## config.mk

```make
export PLATFORM = sky130hd
export DESIGN_NAME = ppfc_port_ctrl
export DESIGN_NICKNAME = d
export VERILOG_FILES = /design/src/verilog/ppfc_port_ctrl.v /design/src/verilog/ppfc_pin_sync.v
export VERILOG_INCLUDE_DIRS = /design/src /design/src/verilog
export SDC_FILE = /design/constraint.sdc
export NUM_CORES = 1
export LEC_CHECK = 0
export BUFFER_PORTS_ARGS = -buffer_cell sky130_fd_sc_hd__buf_2
export CAP_MARGIN = 20
export CORE_MARGIN = 2
export CORE_UTILIZATION = 60
export CTS_CLUSTER_DIAMETER = 30
export DETAILED_ROUTE_END_ITERATION = 16
export PLACE_DENSITY = 0.86
export SETUP_SLACK_MARGIN = 0.05
export SYNTH_ARGS = -nofsm -noshare
export SYNTH_HDL_FRONTEND = slang
export SYNTH_SLANG_ARGS = --single-unit
```

## constraint.sdc

```tcl
create_clock -name clk_sys -period 6.3 [get_ports clk_sys]
set_input_delay 0 -clock clk_sys [delete_from_list [all_inputs] [get_ports clk_sys]]
set_output_delay 0 -clock clk_sys [all_outputs]
set_load 0.02 [all_outputs]
```

## src/verilog/ppfc_defines.vh

```
`ifndef PPFC_DEFINES_VH
`define PPFC_DEFINES_VH
// ----------------------------------------
// Port count and sub-register indices
// ----------------------------------------
`define PPFC_NUM_PORTS 4
`define PPFC_IDX_DIR 8'h01
`define PPFC_IDX_AF 8'h02
`define PPFC_IDX_OC 8'h03
// ----------------------------------------
// Register selector codes
// ----------------------------------------
`define PPFC_SEL_ADDR 2'h0
`define PPFC_SEL_CTRL 2'h1
`define PPFC_SEL_IN 2'h2
`define PPFC_SEL_OUT 2'h3
// ----------------------------------------
// Reset values
// ----------------------------------------
`define PPFC_AF_RST_ABC 8'h00
`define PPFC_AF_RST_D 8'h01
`define PPFC_AF_RST_A_SMALL 8'h04
`define PPFC_OC_RST_ABC 8'h00
`define PPFC_OC_RST_D 8'h01
`define PPFC_DIR_RST 8'hFF
`define PPFC_OUT_RST 8'h00
// ----------------------------------------
// Pins present per port (25 total)
// ----------------------------------------
`define PPFC_PINS_A 8'hFF
`define PPFC_PINS_B 8'hFF
`define PPFC_PINS_C 8'hFF
`define PPFC_PINS_D 8'h01
`endif

```

## src/verilog/ppfc_port_ctrl.v

```verilog
`timescale 1ns/1ps
`include "ppfc_defines.vh"
module ppfc_port_ctrl #(
    parameter SMALL_PACKAGE = 0
) (
    input wire clk_sys,
    input wire nrst,
    input wire [1:0] reg_port,
    input wire [1:0] reg_sel,
    input wire reg_wr,
    input wire [7:0] reg_wdata,
    output reg [7:0] reg_rdata,
    input wire [31:0] alt_out,
    input wire [31:0] alt_oe,
    output wire [31:0] alt_in,
    input wire [31:0] pin_in,
    output wire [31:0] pin_out,
    output wire [31:0] pin_oe
);
    // ----------------------------------------
    // Register selectors
    // ----------------------------------------
    localparam [1:0] SEL_ADDR = `PPFC_SEL_ADDR;
    localparam [1:0] SEL_CTRL = `PPFC_SEL_CTRL;
    localparam [1:0] SEL_IN = `PPFC_SEL_IN;
    localparam [1:0] SEL_OUT = `PPFC_SEL_OUT;

    // ----------------------------------------
    // Flattened per-port state
    // ----------------------------------------
    wire [31:0] addr_all;
    wire [31:0] dir_all;
    wire [31:0] alt_enable_all;
    wire [31:0] open_drain_all;
    wire [31:0] out_all;
    wire [31:0] pin_sync;

    // ----------------------------------------
    // Decode and read-back nets
    // ----------------------------------------
    wire [7:0] cur_addr;
    wire [7:0] cur_dir;
    wire [7:0] cur_alt_enable;
    wire [7:0] cur_open_drain;
    wire [7:0] cur_out;
    wire [7:0] cur_in;
    wire wr_addr;
    wire wr_ctrl;
    wire wr_out;
    reg [7:0] cur_ctrl;
    reg [7:0] next_rdata;
    genvar p;

    // ----------------------------------------
    // Write decode shared by all ports
    // ----------------------------------------
    // Input-register writes match none of these and are dropped
    assign wr_addr = reg_wr && (reg_sel == SEL_ADDR);
    assign wr_ctrl = reg_wr && (reg_sel == SEL_CTRL);
    assign wr_out = reg_wr && (reg_sel == SEL_OUT);
    assign alt_in = pin_sync;

    // ----------------------------------------
    // Per-port registers and pin drive
    // ----------------------------------------
    generate
        for (p = 0; p < `PPFC_NUM_PORTS; p = p + 1) begin : g_port
            // Absent pins stay tri-stated; keeps the total at 25
            localparam [7:0] PRESENT = (p == 0) ? `PPFC_PINS_A : (p == 1) ? `PPFC_PINS_B :
                (p == 2) ? `PPFC_PINS_C : `PPFC_PINS_D;
            localparam [7:0] AF_RST = (p == 3) ? `PPFC_AF_RST_D :
                ((p == 0) && (SMALL_PACKAGE != 0)) ? `PPFC_AF_RST_A_SMALL : `PPFC_AF_RST_ABC;
            localparam [7:0] OC_RST = (p == 3) ? `PPFC_OC_RST_D : `PPFC_OC_RST_ABC;
            reg [7:0] addr_reg;
            reg [7:0] dir_reg;
            reg [7:0] pin_alt_function_enable;
            reg [7:0] pin_open_drain_select;
            reg [7:0] out_reg;
            wire port_hit;
            wire hit_addr;
            wire hit_dir;
            wire hit_af;
            wire hit_oc;
            wire hit_out;
            wire [7:0] drv_val;
            wire [7:0] drv_en;
            wire [7:0] pin_masked;

            // ----------------------------------------
            // Sub-register write strobes
            // ----------------------------------------
            assign port_hit = (reg_port == p);
            assign hit_addr = wr_addr && port_hit;
            // Control writes with an unknown index hit nothing and are ignored
            assign hit_dir = wr_ctrl && port_hit && (addr_reg == `PPFC_IDX_DIR);
            assign hit_af = wr_ctrl && port_hit && (addr_reg == `PPFC_IDX_AF);
            assign hit_oc = wr_ctrl && port_hit && (addr_reg == `PPFC_IDX_OC);
            assign hit_out = wr_out && port_hit;

            always @(posedge clk_sys) begin
                if (!nrst) begin
                    addr_reg <= 8'h00;
                end else if (hit_addr) begin
                    addr_reg <= reg_wdata;
                end
            end

            always @(posedge clk_sys) begin
                if (!nrst) begin
                    dir_reg <= `PPFC_DIR_RST;
                end else if (hit_dir) begin
                    dir_reg <= reg_wdata;
                end
            end

            always @(posedge clk_sys) begin
                if (!nrst) begin
                    pin_alt_function_enable <= AF_RST;
                end else if (hit_af) begin
                    pin_alt_function_enable <= reg_wdata;
                end
            end

            always @(posedge clk_sys) begin
                if (!nrst) begin
                    pin_open_drain_select <= OC_RST;
                end else if (hit_oc) begin
                    pin_open_drain_select <= reg_wdata;
                end
            end

            always @(posedge clk_sys) begin
                if (!nrst) begin
                    out_reg <= `PPFC_OUT_RST;
                end else if (hit_out) begin
                    out_reg <= reg_wdata;
                end
            end

            // ----------------------------------------
            // Pin drive mux
            // ----------------------------------------
            // Direction bit 1 means input, 0 output
            assign drv_val = (pin_alt_function_enable & alt_out[p*8 +: 8]) |
                (~pin_alt_function_enable & out_reg);
            assign drv_en = (pin_alt_function_enable & alt_oe[p*8 +: 8]) |
                (~pin_alt_function_enable & ~dir_reg);
            // Open-drain applied after the mux so alternate functions obey it too
            assign pin_out[p*8 +: 8] = drv_val & ~pin_open_drain_select;
            assign pin_oe[p*8 +: 8] = PRESENT & drv_en &
                (~pin_open_drain_select | ~drv_val);

            // ----------------------------------------
            // Read-back taps and input sync
            // ----------------------------------------
            assign addr_all[p*8 +: 8] = addr_reg;
            assign dir_all[p*8 +: 8] = dir_reg;
            assign alt_enable_all[p*8 +: 8] = pin_alt_function_enable;
            assign open_drain_all[p*8 +: 8] = pin_open_drain_select;
            assign out_all[p*8 +: 8] = out_reg;
            assign pin_masked = pin_in[p*8 +: 8] & PRESENT;
            ppfc_pin_sync u_sync (
                .clk_sys(clk_sys),
                .nrst(nrst),
                .pin_raw(pin_masked),
                .pin_value(pin_sync[p*8 +: 8])
            );
        end
    endgenerate

    // ----------------------------------------
    // Read-back
    // ----------------------------------------
    assign cur_addr = addr_all[reg_port*8 +: 8];
    assign cur_dir = dir_all[reg_port*8 +: 8];
    assign cur_alt_enable = alt_enable_all[reg_port*8 +: 8];
    assign cur_open_drain = open_drain_all[reg_port*8 +: 8];
    assign cur_out = out_all[reg_port*8 +: 8];
    assign cur_in = pin_sync[reg_port*8 +: 8];

    // Unused sub-register indices read as zero
    always @* begin
        case (cur_addr)
            `PPFC_IDX_DIR: cur_ctrl = cur_dir;
            `PPFC_IDX_AF: cur_ctrl = cur_alt_enable;
            `PPFC_IDX_OC: cur_ctrl = cur_open_drain;
            default: cur_ctrl = 8'h00;
        endcase
    end

    always @* begin
        case (reg_sel)
            SEL_ADDR: next_rdata = cur_addr;
            SEL_CTRL: next_rdata = cur_ctrl;
            SEL_IN: next_rdata = cur_in;
            SEL_OUT: next_rdata = cur_out;
            default: next_rdata = 8'h00;
        endcase
    end

    // ----------------------------------------
    // Registered read data
    // ----------------------------------------
    // One cycle of latency, traded for a clean flip-flop data output
    always @(posedge clk_sys) begin
        if (!nrst) begin
            reg_rdata <= 8'h00;
        end else begin
            reg_rdata <= next_rdata;
        end
    end
endmodule // ppfc_port_ctrl

```

## src/verilog/ppfc_pin_sync.v

```verilog
`timescale 1ns/1ps
// ----------------------------------------
// Three-stage pin input synchroniser
// ----------------------------------------
module ppfc_pin_sync (
    input wire clk_sys,
    input wire nrst,
    input wire [7:0] pin_raw,
    output reg [7:0] pin_value
);
    reg [7:0] stage1;
    reg [7:0] stage2;
    reg [7:0] stage3;
    wire [7:0] next_pin_value;
    genvar i;
    always @(posedge clk_sys) begin
        if (!nrst) begin
            stage1 <= 8'h00;
            stage2 <= 8'h00;
            stage3 <= 8'h00;
        end else begin
            stage1 <= pin_raw;
            stage2 <= stage1;
            stage3 <= stage2;
        end
    end
    // Change accepted only when stages two and three agree
    generate
        for (i = 0; i < 8; i = i + 1) begin : g_bit
            assign next_pin_value[i] = (stage2[i] == stage3[i]) ? stage3[i] : pin_value[i];
        end
    endgenerate
    always @(posedge clk_sys) begin
        if (!nrst) begin
            pin_value <= 8'h00;
        end else begin
            pin_value <= next_pin_value;
        end
    end
endmodule // ppfc_pin_sync

```

Word level (Yosys, flattened, before mapping)
Cells that the tools add are included.
Widths: inputs -> output; s select.
{"block": "classes", "bitwise": 52, "shifts": 6, "n_reduce_logical": 29, "mux": 2, "n_eq_ne": 53}
{"cell": "$shiftx 32x6->8", "n": 6}
{"cell": "$and 8x8->8", "n": 21}
{"cell": "$not 8->8", "n": 15}
{"cell": "$or 8x8->8", "n": 11}
{"cell": "$eq 8x2->1 const B", "n": 10}
{"cell": "$eq 8x1->1 const B", "n": 5}
{"cell": "$eq 1x1->1", "n": 32}
{"cell": "$pmux 8 s4", "n": 1}
{"cell": "$logic_and 1x1->1", "n": 27}
{"cell": "$pmux 8 s3", "n": 1}
{"cell": "$and 1x8->8", "n": 1}
{"cell": "$eq 2x2->1 const B", "n": 4}
{"cell": "$eq 2x1->1 const B", "n": 2}
{"cell": "$logic_not 2->1", "n": 2}
{"cell": "$and 1x1->1", "n": 2}
{"cell": "$not 1->1", "n": 1}
{"cell": "$or 1x1->1", "n": 1}
{"block": "word_totals", "regBits": 296, "inputBits": 111}

Depth between registers and ports, before layout
Gate-level depths: netlist (run 1).
{"block": "depth", "depth_word": 6, "mapped_depth": 9, "depth_no_buf": 5}

By module
A second synthesis (run 1) with hierarchy kept.
{"block": "hier_totals", "hier_cells": 1274, "hier_area_um2": 12947.4}
{"mod": "ppfc_port_ctrl", "area_each_um2": 9103.7, "instances": 1, "seq_area_each_um2": 3363.2, "cells_each": 942}
{"mod": "ppfc_pin_sync", "area_each_um2": 960.9, "instances": 4, "seq_area_each_um2": 640.6, "cells_each": 83}

Worst setup path after synthesis (run 1)
OpenSTA, ideal clock, no wires.
{"block": "synth_timing", "path_type": "flip-flop to flip-flop", "start": "register g_port[3].addr_reg[4]", "end": "register reg_rdata[6]", "period_less_slack_ns": 2.561, "slack_ns": 3.739, "path_stages_with_launch": 8, "setup_ns": 0.075, "t_arrival_ns": 2.485, "t_required_ns": 6.225, "cell_sequence": "dfxtp_1 mux4_2 or4_1 buf_2 or4_4 buf_6 a211o_1 o22ai_1"}
{"block": "synth_via", "elab_chain_cells": 4}
{"element": "from (decl)", "line": "ppfc_port_ctrl.v:74", "rtl": "reg [7:0] addr_reg;"}
{"element": "from (signal assigned)", "line": "ppfc_port_ctrl.v:104", "rtl": "addr_reg <= reg_wdata;"}
{"element": "$shiftx 32x6->8 (*)", "line": "ppfc_port_ctrl.v:174", "rtl": "assign cur_addr = addr_all[reg_port*8 +: 8];"}
{"element": "$eq 8x2->1 or $eq 8x1->1 (tied branches)", "line": "ppfc_port_ctrl.v:183", "rtl": "case (cur_addr)"}
{"element": "$pmux 8 s3 (*)", "line": "ppfc_port_ctrl.v:183"}
{"element": "$pmux 8 s4 (*)", "line": "ppfc_port_ctrl.v:192", "rtl": "case (reg_sel)"}
{"element": "to (signal assigned)", "line": "ppfc_port_ctrl.v:209", "rtl": "reg_rdata <= next_rdata;"}
{"element": "to (decl)", "line": "ppfc_port_ctrl.v:12", "rtl": "output reg [7:0] reg_rdata,"}
Every way passes the cells marked *; elsewhere a longest branch is shown, timed or not.
A chain may end at the register's enable or synchronous reset.

Worst setup path in the final report (run 1)
{"block": "layout_timing", "start": "register g_port[2].addr_reg[1]", "end": "register reg_rdata[7]"}
{"block": "layout_via", "elab_chain_cells": 4}
{"element": "from (decl)", "line": "ppfc_port_ctrl.v:74"}
{"element": "from (signal assigned)", "line": "ppfc_port_ctrl.v:104"}
{"element": "$shiftx 32x6->8 (*)", "line": "ppfc_port_ctrl.v:174"}
{"element": "$eq 8x2->1 or $eq 8x1->1 (tied branches)", "line": "ppfc_port_ctrl.v:183"}
{"element": "$pmux 8 s3 (*)", "line": "ppfc_port_ctrl.v:183"}
{"element": "$pmux 8 s4 (*)", "line": "ppfc_port_ctrl.v:192"}
Marked as above.

==> metrics, run 1 <==
CP required 6.71 ns; largest net degree at the start of global routing 83; endpoint class of the critical path flop; Seq/Total Area, Yosys 46.2%; delay-heaviest family, CP simple AND/OR/NAND/NOR gates; Hold Path Origin reg_wdata[3]; CTS clk-pin slew, worst paths 0.06 ns; clk buf depth 3; R2R depth 5; Die Span Y 143 um; DIE AREA 0.0205 mm2; f_max 310 MHz; placed cell areas 0.0126 mm2; Multi-input gate area 0.00585 mm2; crit start category flop; P per Cell Area 313 mW/mm2; FF-to-FF Start g_port[2].addr_reg[1]; setup TNS 0 ns; routed wire length 33,200 um; Reg area 0.00537 mm2; maxcap violations 0; critical-path cell list mux4_2 -> nor3b_1 -> nand2_1 -> a211oi_1 -> o41ai_2; Design Power 4.56 mW; CP arrival 3.63 ns; ANT nets after route 0; Synth Area per Inst 9.49 um2; fin. max-slew vios 0; number of CTS-inserted buffers 45; gr usage total 32.1%; Clock Latency Late Sink 0.53 ns; CTS Sinks 268; Slew @ Worst Pin 1.12 ns; vias in the first global route 9,756; Initial DRC Count 821; Slowest cell on crit path nor3b_1; Non-Filler Instances 1,721; ys flop type dfxtp_1; Post-CTS Resized 0; post-route clock period utilization 51.2%; IO buf count 186; placed cell count 1,603; Remaining DRCs 0; Syn Std Cell Area 0.0116 mm2; crit-path max cell delay 0.82 ns; peak supply drop 0.255 mV; via count 10,026; IO Pins 215; nets@finish 1,534; Design Area, Final 0.0146 mm2; post-synthesis cell type count 41; total number of yosys warnings 0; most frequent cells in the layout 268 x dfxtp_1, 198 x mux2i_1, 187 x buf_2; Yosys reg bits 268; Final HPWL DP 20,800 um; Initial DRT Pass Iterations 5; CTS tree done; RSZ-0062 raised after global routing no; crit path buf inv count 0; core area 0.0188 mm2; minimum clock period 3.23 ns; FF-to-FF setup slack 3.07 ns; Final setup viols 0; Max transition margin 23.5%; status completed; Final Hold Vio Count 0; initial antenna violation count 0; clk root buf clkbuf_16; Setup CP Type reg2reg; cells after synthesis 1,223; FILL cells 1,185; Initial Utilization 61.6%; gpl congestion 0.968; FP Rows 50; DR vias/cell 5.83; Post-Route Skew 0.0222 ns; Die Wd 143 um; Post-synth EDFFs 0; area grow syn2layout 25.6%; Leak Pwr 6.30 nW; ys async rst share 0%; H-tree depth 2; total grt overflow 0; CP Max Fanout 18; first-pass GRT wire length 51,100 um; Min Hold Slack 0.0343 ns; layout cell share with drive strength beyond 1 23.5%; Hold Path Class in2reg; worst r2r dst reg_rdata[7]; WL/cell 19.3 um; WHS Path Cells 3; most common cell after layout, fill and taps aside dfxtp_1; Hold Path Sink g_port[0].out_reg[3]
==> stage by stage <==
stage | util (%) | setup WS, ns
detailed placement | 66.8 | 3.18
CTS | 77.4 | 3.19
global route | 77.4 | 2.91
global placement | 66.8 | 3.09
floorplan | - | 3.74
finish | 77.4 | 3.07
==> synthesized netlist by cell type, types with 2 or more instances <==
cell type | instances | area [um2]
buf_2 | 4 | 20.0
mux2i_1 | 198 | 1980
nor2_1 | 179 | 672
and2_1 | 79 | 494
mux4_2 | 10 | 225
clkbuf_1 | 60 | 225
a211oi_1 | 12 | 90.1
inv_1 | 6 | 22.5
nand2_1 | 79 | 297
nor3_2 | 3 | 30.0
o31ai_1 | 3 | 22.5
and3_1 | 2 | 12.5
buf_4 | 14 | 105
buf_1 | 10 | 37.5
nor3b_1 | 5 | 37.5
mux2_2 | 44 | 495
a21oi_1 | 95 | 475
nand2b_1 | 2 | 12.5
o21ai_0 | 46 | 230
a221oi_1 | 7 | 61.3
nor2b_1 | 28 | 175
nor4_1 | 5 | 31.3
o41ai_2 | 7 | 114
nor3_1 | 11 | 55.1
buf_6 | 2 | 22.5
nand3_1 | 5 | 25.0
nand4_1 | 13 | 81.3
dfxtp_1 | 268 | 5370
o221ai_1 | 4 | 35.0
o22ai_1 | 11 | 68.8
==> metal layers <==
metal	vias to the layer above	global-route usage, %	wire [um]
li1	4658	-	-
met1	4670	37.9	12600
met4	0	18.7	1660
met5	-	0	0
met2	582	54.0	15900
met3	116	6.64	2980
==> tightest hold or removal path, stage by stage <==
cell and delay [ns]:
buf_2 0.29, nand2_1 0.14, a21oi_1 0.07
==> power breakdown <==
part,internal (mW),leakage [nW],switching [mW],total [mW]
logic,0.0789,3.32,0.130,0.209
clock network,1.78,0.809,0.828,2.61
registers,1.73,2.17,0.0161,1.74
total,3.59,6.30,0.974,4.56
==> timing repair <==
item,in CTS,in global routing
setup buffers,0,0
endpoints found under the setup margin,0,0
hold buffers,33,0
endpoints found under the hold margin,33,0
==> how the worst max path moves through the flow <==
| stage | from | endpoint | cells after the start |
|---|---|---|---|
| after CTS | g_port[2].addr_reg[1] | reg_rdata[6] | 5 |
| after detailed placement | reg_port[0] | reg_rdata[6] | 6 |
| after floorplan | g_port[3].addr_reg[4] | reg_rdata[6] | 7 |
| after global placement | reg_port[0] | reg_rdata[4] | 6 |
| after global routing | g_port[2].addr_reg[1] | reg_rdata[6] | 5 |
| final | g_port[2].addr_reg[1] | reg_rdata[7] | 5 |
==> cells by family after synthesis <==
group	after synthesis	synth area share, %
AO/OA/AOI/OAI	188	9.67
buffers and inverters	97	3.76
flip-flops	268	46.2
multiplexers	252	23.3
other	1	0.0323
AND/OR/NAND/NOR	417	17.0
==> layout make-up <==
class | instances | area share (%)
sequential | 268 | 36.8
tap | 260 | 2.23
antenna | 1 | 0.0172
multi-input combinational | 871 | 40.2
clock inverter | 24 | 2.40
clock buffer | 60 | 8.96
inverter | 7 | 0.198
timing repair buffer | 230 | 9.21
(Power assumes the default switching activity.)
==> run 2: changes to the inputs <==
--- a/config.mk
+++ b/config.mk
@@ -9,10 +9,10 @@
 export BUFFER_PORTS_ARGS = -buffer_cell sky130_fd_sc_hd__buf_2
 export CAP_MARGIN = 20
 export CORE_MARGIN = 2
-export CORE_UTILIZATION = 60
+export CORE_UTILIZATION = 50
 export CTS_CLUSTER_DIAMETER = 30
 export DETAILED_ROUTE_END_ITERATION = 16
-export PLACE_DENSITY = 0.86
+export PLACE_DENSITY = 0.77
 export SETUP_SLACK_MARGIN = 0.05
 export SYNTH_ARGS = -nofsm -noshare
 export SYNTH_HDL_FRONTEND = slang
==> constraint.sdc (replaced) <==
create_clock -name clk_sys -period 2.9 [get_ports clk_sys]
set_input_delay 0 -clock clk_sys [delete_from_list [all_inputs] [get_ports clk_sys]]
set_output_delay 0 -clock clk_sys [all_outputs]
set_load 0.02 [all_outputs]
==> metrics, run 2 (same netlist as run 1, synthesis figures left out) <==
status completed; most frequent cells in the layout 268 x dfxtp_1, 198 x mux2i_1, 186 x buf_2; nets@finish 1,552; crit start category flop; Slew @ Worst Pin 0.725 ns; area grow syn2layout 25.7%; via count 9,693; CP arrival 3.06 ns; Post-Route Skew 0.0236 ns; CP Max Fanout 8; Comb power frac 4.9%; Hold Path Class in2reg; Setup CP Type reg2reg; Cell Int Power 7.20 mW; Final Hold Vio Count 0; clk root buf clkbuf_16; Post-CTS Resized 0; FF-to-FF setup slack 0.27 ns; final setup margin 0.269 ns; maxcap violations 0; H-tree depth 2; setup TNS 0 ns; hold_buf cts 33; Leak Pwr 6.32 nW; fin. max-slew vios 0; initial antenna violation count 1; post-route clock period utilization 90.7%; Max transition margin 51.5%; core area 0.0227 mm2; Final setup viols 0; Die Wd 156 um; CTS tree done; Setup Buffers After CTS 0; Clock Latency Late Sink 0.52 ns; number of CTS-inserted buffers 46; CTS clk-pin slew, worst paths 0.06 ns; DIE AREA 0.0244 mm2; clock share of power 54.8%; IO buf count 186; WL/cell 18.5 um; minimum clock period 2.63 ns; sw frac 23.2%; P per Cell Area 643 mW/mm2; vias in the first global route 9,360; DP Worst Slack 0.306 ns; Flop pwr share 40.3%; Initial Utilization 51.1%; largest net degree at the start of global routing 76; DR vias/cell 5.50; R2R depth 5; FF-to-FF Start g_port[3].addr_reg[5]; Remaining DRCs 0; net load switching power 2.18 mW; first-pass GRT wire length 49,900 um; Initial DRC Count 646; CP required 3.33 ns; Die Span Y 156 um; routed wire length 32,500 um; most common cell after layout, fill and taps aside dfxtp_1; worst r2r dst reg_rdata[6]; ANT nets after route 0; FILL cells 1,828; clk buf depth 3; RSZ-0062 raised after global routing no; Final HPWL DP 22,400 um; Design Power 9.38 mW; endpoint class of the critical path flop; f_max 380 MHz; gpl congestion 0.932; peak supply drop 0.635 mV; layout cell share with drive strength beyond 1 24.5%; CTS Sinks 268; gr usage total 26.0%; Initial DRT Pass Iterations 5; CP startpoint g_port[3].addr_reg[5]; total grt overflow 0; crit path to reg_rdata[6]; IO Pins 215; FP Rows 55
run 2: critical path: stages (launching register included):
cell and delay [ns]:
dfxtp_1 0.33, mux4_2 0.51, or4_1 0.57, or4_4 0.67, a211o_1 0.30, o22ai_1 0.16
run 2: power by group through the flow:
stage / Sequential (mW) / Clock [mW] / Combinational (mW)
6_report: 3.78 / 5.14 / 0.461
5_1_grt: 3.78 / 5.37 / 0.494
4_1_cts: 3.78 / 5.20 / 0.453
3_5_place_dp: 3.85 / 0 / 0.418
3_3_place_gp: 3.85 / 0 / 0.411
2_1_floorplan: 3.85 / 0 / 0.274
run 2: cell type report:
type	instances	area, um2	share of cell area, %
clock inverters	29	265	1.82
well taps	285	357	2.44
repair buffers	247	1480	10.2
diodes	1	2.50	0.0171
inverters	7	28.8	0.197
flip-flops and latches	268	5370	36.8
clock buffers	53	1240	8.49
multi-input cells	871	5850	40.1
run 2: worst min path at each step:
stage	start	endpoint	slack, ns	cells past startpoint
3_5_place_dp	pin_in[14]	g_port[1].u_sync.stage1[6]	0.20	2
3_3_place_gp	pin_in[23]	g_port[2].u_sync.stage1[7]	0.20	2
6_report	reg_sel[1]	reg_rdata[2]	0.04	5
2_1_floorplan	pin_in[14]	g_port[1].u_sync.stage1[6]	0.12	1
4_1_cts	reg_sel[1]	reg_rdata[3]	0.02	5
5_1_grt	reg_sel[1]	reg_rdata[1]	0.06	5
run 2: stage by stage:
stage	hold WS [ns]	instance area, um2	util (%)	cells
2_1_floorplan	0.122	11700	-	1236
3_3_place_gp	0.204	12800	56.2	1645
3_5_place_dp	0.203	12800	56.2	1645
4_1_cts	0.0153	14600	64.2	1760
5_1_grt	0.0574	14600	64.3	1761
6_report	0.0365	14600	64.3	1761
run 2: metal layers:
layer	global-route usage (%)	share of wire [%]
met5	0	0
met4	11.9	4.2
met3	5.01	6.9
met2	43.5	47
met1	32.5	42
==> run 3: changes to the inputs <==
--- a/config.mk
+++ b/config.mk
@@ -9,11 +9,12 @@
 export BUFFER_PORTS_ARGS = -buffer_cell sky130_fd_sc_hd__buf_2
 export CAP_MARGIN = 20
 export CORE_MARGIN = 2
-export CORE_UTILIZATION = 50
+export CORE_UTILIZATION = 51
 export CTS_CLUSTER_DIAMETER = 30
 export DETAILED_ROUTE_END_ITERATION = 16
 export PLACE_DENSITY = 0.77
 export SETUP_SLACK_MARGIN = 0.05
 export SYNTH_ARGS = -nofsm -noshare
 export SYNTH_HDL_FRONTEND = slang
+export SYNTH_HIERARCHICAL = 1
 export SYNTH_SLANG_ARGS = --single-unit
==> metrics, run 3 <==
Post-Route Skew 0.0132 ns; routed wire length 35,100 um; Initial Utilization 51.7%; ys flop type dfxtp_1; Final HPWL DP 24,400 um; top cells by count, synth 296 x dfxtp_1, 194 x mux2i_1, 140 x nor2b_1; via count 10,058; initial antenna violation count 3; WL/cell 18.7 um; critical-path cell list mux4_1 -> or3b_1 -> or2_1 -> a211oi_1 -> o41ai_2; first-pass GRT wire length 54,200 um; Leak Pwr 6.85 nW; DIE AREA 0.0267 mm2; Syn Std Cell Area 0.0129 mm2; FP Rows 58; most frequent cells in the layout 296 x dfxtp_1, 194 x mux2i_1, 192 x buf_2; clk buf depth 3; Die Span Y 163 um; IO buf count 193; ys async rst share 0%; minimum clock period 2.71 ns; setup TNS 0 ns; placed cell areas 0.0142 mm2; Die Wd 163 um; RSZ-0062 raised after global routing no; Final setup viols 0; Seq/Total Area, Yosys 45.8%; core area 0.0250 mm2; Initial DRT Pass Iterations 5; top cell type's share of synthesized area 45.8%; total grt overflow 0; Slowest cell on crit path mux4_1; clk root buf clkbuf_16; CP Max Fanout 15; endpoint class of the critical path flop; most common cell in the netlist dfxtp_1; FILL cells 1,972; Reg area 0.00593 mm2; ANT nets after route 0; Design Area, Final 0.0163 mm2; largest net degree at the start of global routing 142; Synth Area per Inst 10.2 um2; CP required 3.31 ns; CTS clk-pin slew, worst paths 0.06 ns; Initial DRC Count 751; post-synthesis cell type count 42; most common cell after layout, fill and taps aside dfxtp_1; crit start category flop; IO Pins 215; maxcap violations 0; crit-path max cell delay 0.59 ns; Slew @ Worst Pin 0.681 ns; Post-synth EDFFs 0; total number of yosys warnings 6; Max transition margin 54.6%; Final Hold Vio Count 0; status completed; CP arrival 3.12 ns; fin. max-slew vios 0; gpl congestion 0.918; cells after synthesis 1,274; Clock Latency Late Sink 0.53 ns; Remaining DRCs 0; Post-CTS Resized 0; H-tree depth 2; layout cell share with drive strength beyond 1 26.0%; nets@finish 1,621; number of CTS-inserted buffers 48; peak supply drop 0.707 mV; Setup CP Type reg2reg; Yosys reg bits 296; gr usage total 26.1%; Synth area leader dfxtp_1; DR vias/cell 5.36; most area-consuming cells after synthesis dfxtp_1 46%, mux2i_1 15%, nor2b_1 6.8%, and2_1 4.7%, mux4_2 3.8%; post-route clock period utilization 93.4%; vias in the first global route 9,969; area grow syn2layout 26.0%; f_max 369 MHz; CTS tree done; CTS Sinks 296; Multi-input gate area 0.00663 mm2; P per Cell Area 646 mW/mm2; Hold Path Class in2reg
run 3: timing repair:
action | 4_1_cts | 5_1_grt
setup buffers | 0 | 0
hold buffers | 43 | 0
hold endpoints to repair | 107 | 0
run 3: worst max-delay path: cells and delay by family (launching register included):
family / cells / cell delay [ns]
muxes: 1 / 0.59
and+or+nand+nor: 2 / 1.12
AOI/OAI and AO/OA: 2 / 0.56
DFF: 1 / 0.32
run 3: layout make-up:
cell class	count	share of cell area, %
tap	330	2.53
timing repair buffer	263	9.91
multi-input combinational	896	40.6
antenna	2	0.0307
clock inverter	26	2.22
inverter	5	0.115
clock buffer	60	8.26
sequential	296	36.3
run 3: layer usage:
layer | global-route usage [%] | up-vias | part of all wire [%] | routed length, um
met5 | 0 | - | 0.031 | 11
met4 | 11.1 | 2 | 3.8 | 1320
met3 | 7.72 | 86 | 8.5 | 2980
met2 | 43.9 | 392 | 47 | 16600
met1 | 31.0 | 4711 | 40 | 14200
li1 | - | 4867 | - | -
run 3: logic make-up after synthesis:
logic type             share of synthesized area (%)
muxes                                           22.4
other                                         0.0290
buffers and inverters                           3.40
and+or+nand+nor                                 18.4
AOI/OAI and AO/OA                               9.97
DFF                                             45.8
run 3: final timing paths:
check / start / slack [ns] / end / depth (start not counted)
worst max-delay path: g_port[2].addr_reg[3] / 0.19 / reg_rdata[4] / 5
worst min-delay path: reg_sel[0] / 0.15 / reg_rdata[6] / 5
worst max register to register: g_port[2].addr_reg[3] / 0.19 / reg_rdata[4] / 5
worst min register to register: g_port[0].u_sync/stage1[5] / 0.43 / g_port[0].u_sync/stage2[5] / 1
run 3: where the power goes:
part | total [mW] | switching, mW | internal (mW)
registers | 4.17 | 0.0345 | 4.14
clock network | 5.89 | 2.02 | 3.87
logic | 0.471 | 0.252 | 0.219
total | 10.5 | 2.31 | 8.23
run 3: per-stage QoR:
stage	instances	power, mW	hold slack (ns)	worst slack (ns)	util (%)
finish	1878	10.5	0.148	0.192	65.2
global route	1876	10.8	0.160	0.114	65.2
CTS	1876	10.6	0.106	0.217	65.2
detailed placement	1747	4.68	0.208	0.118	56.6
global placement	1747	4.67	0.206	0.183	56.6
floorplan	1287	4.53	0.127	0.393	-
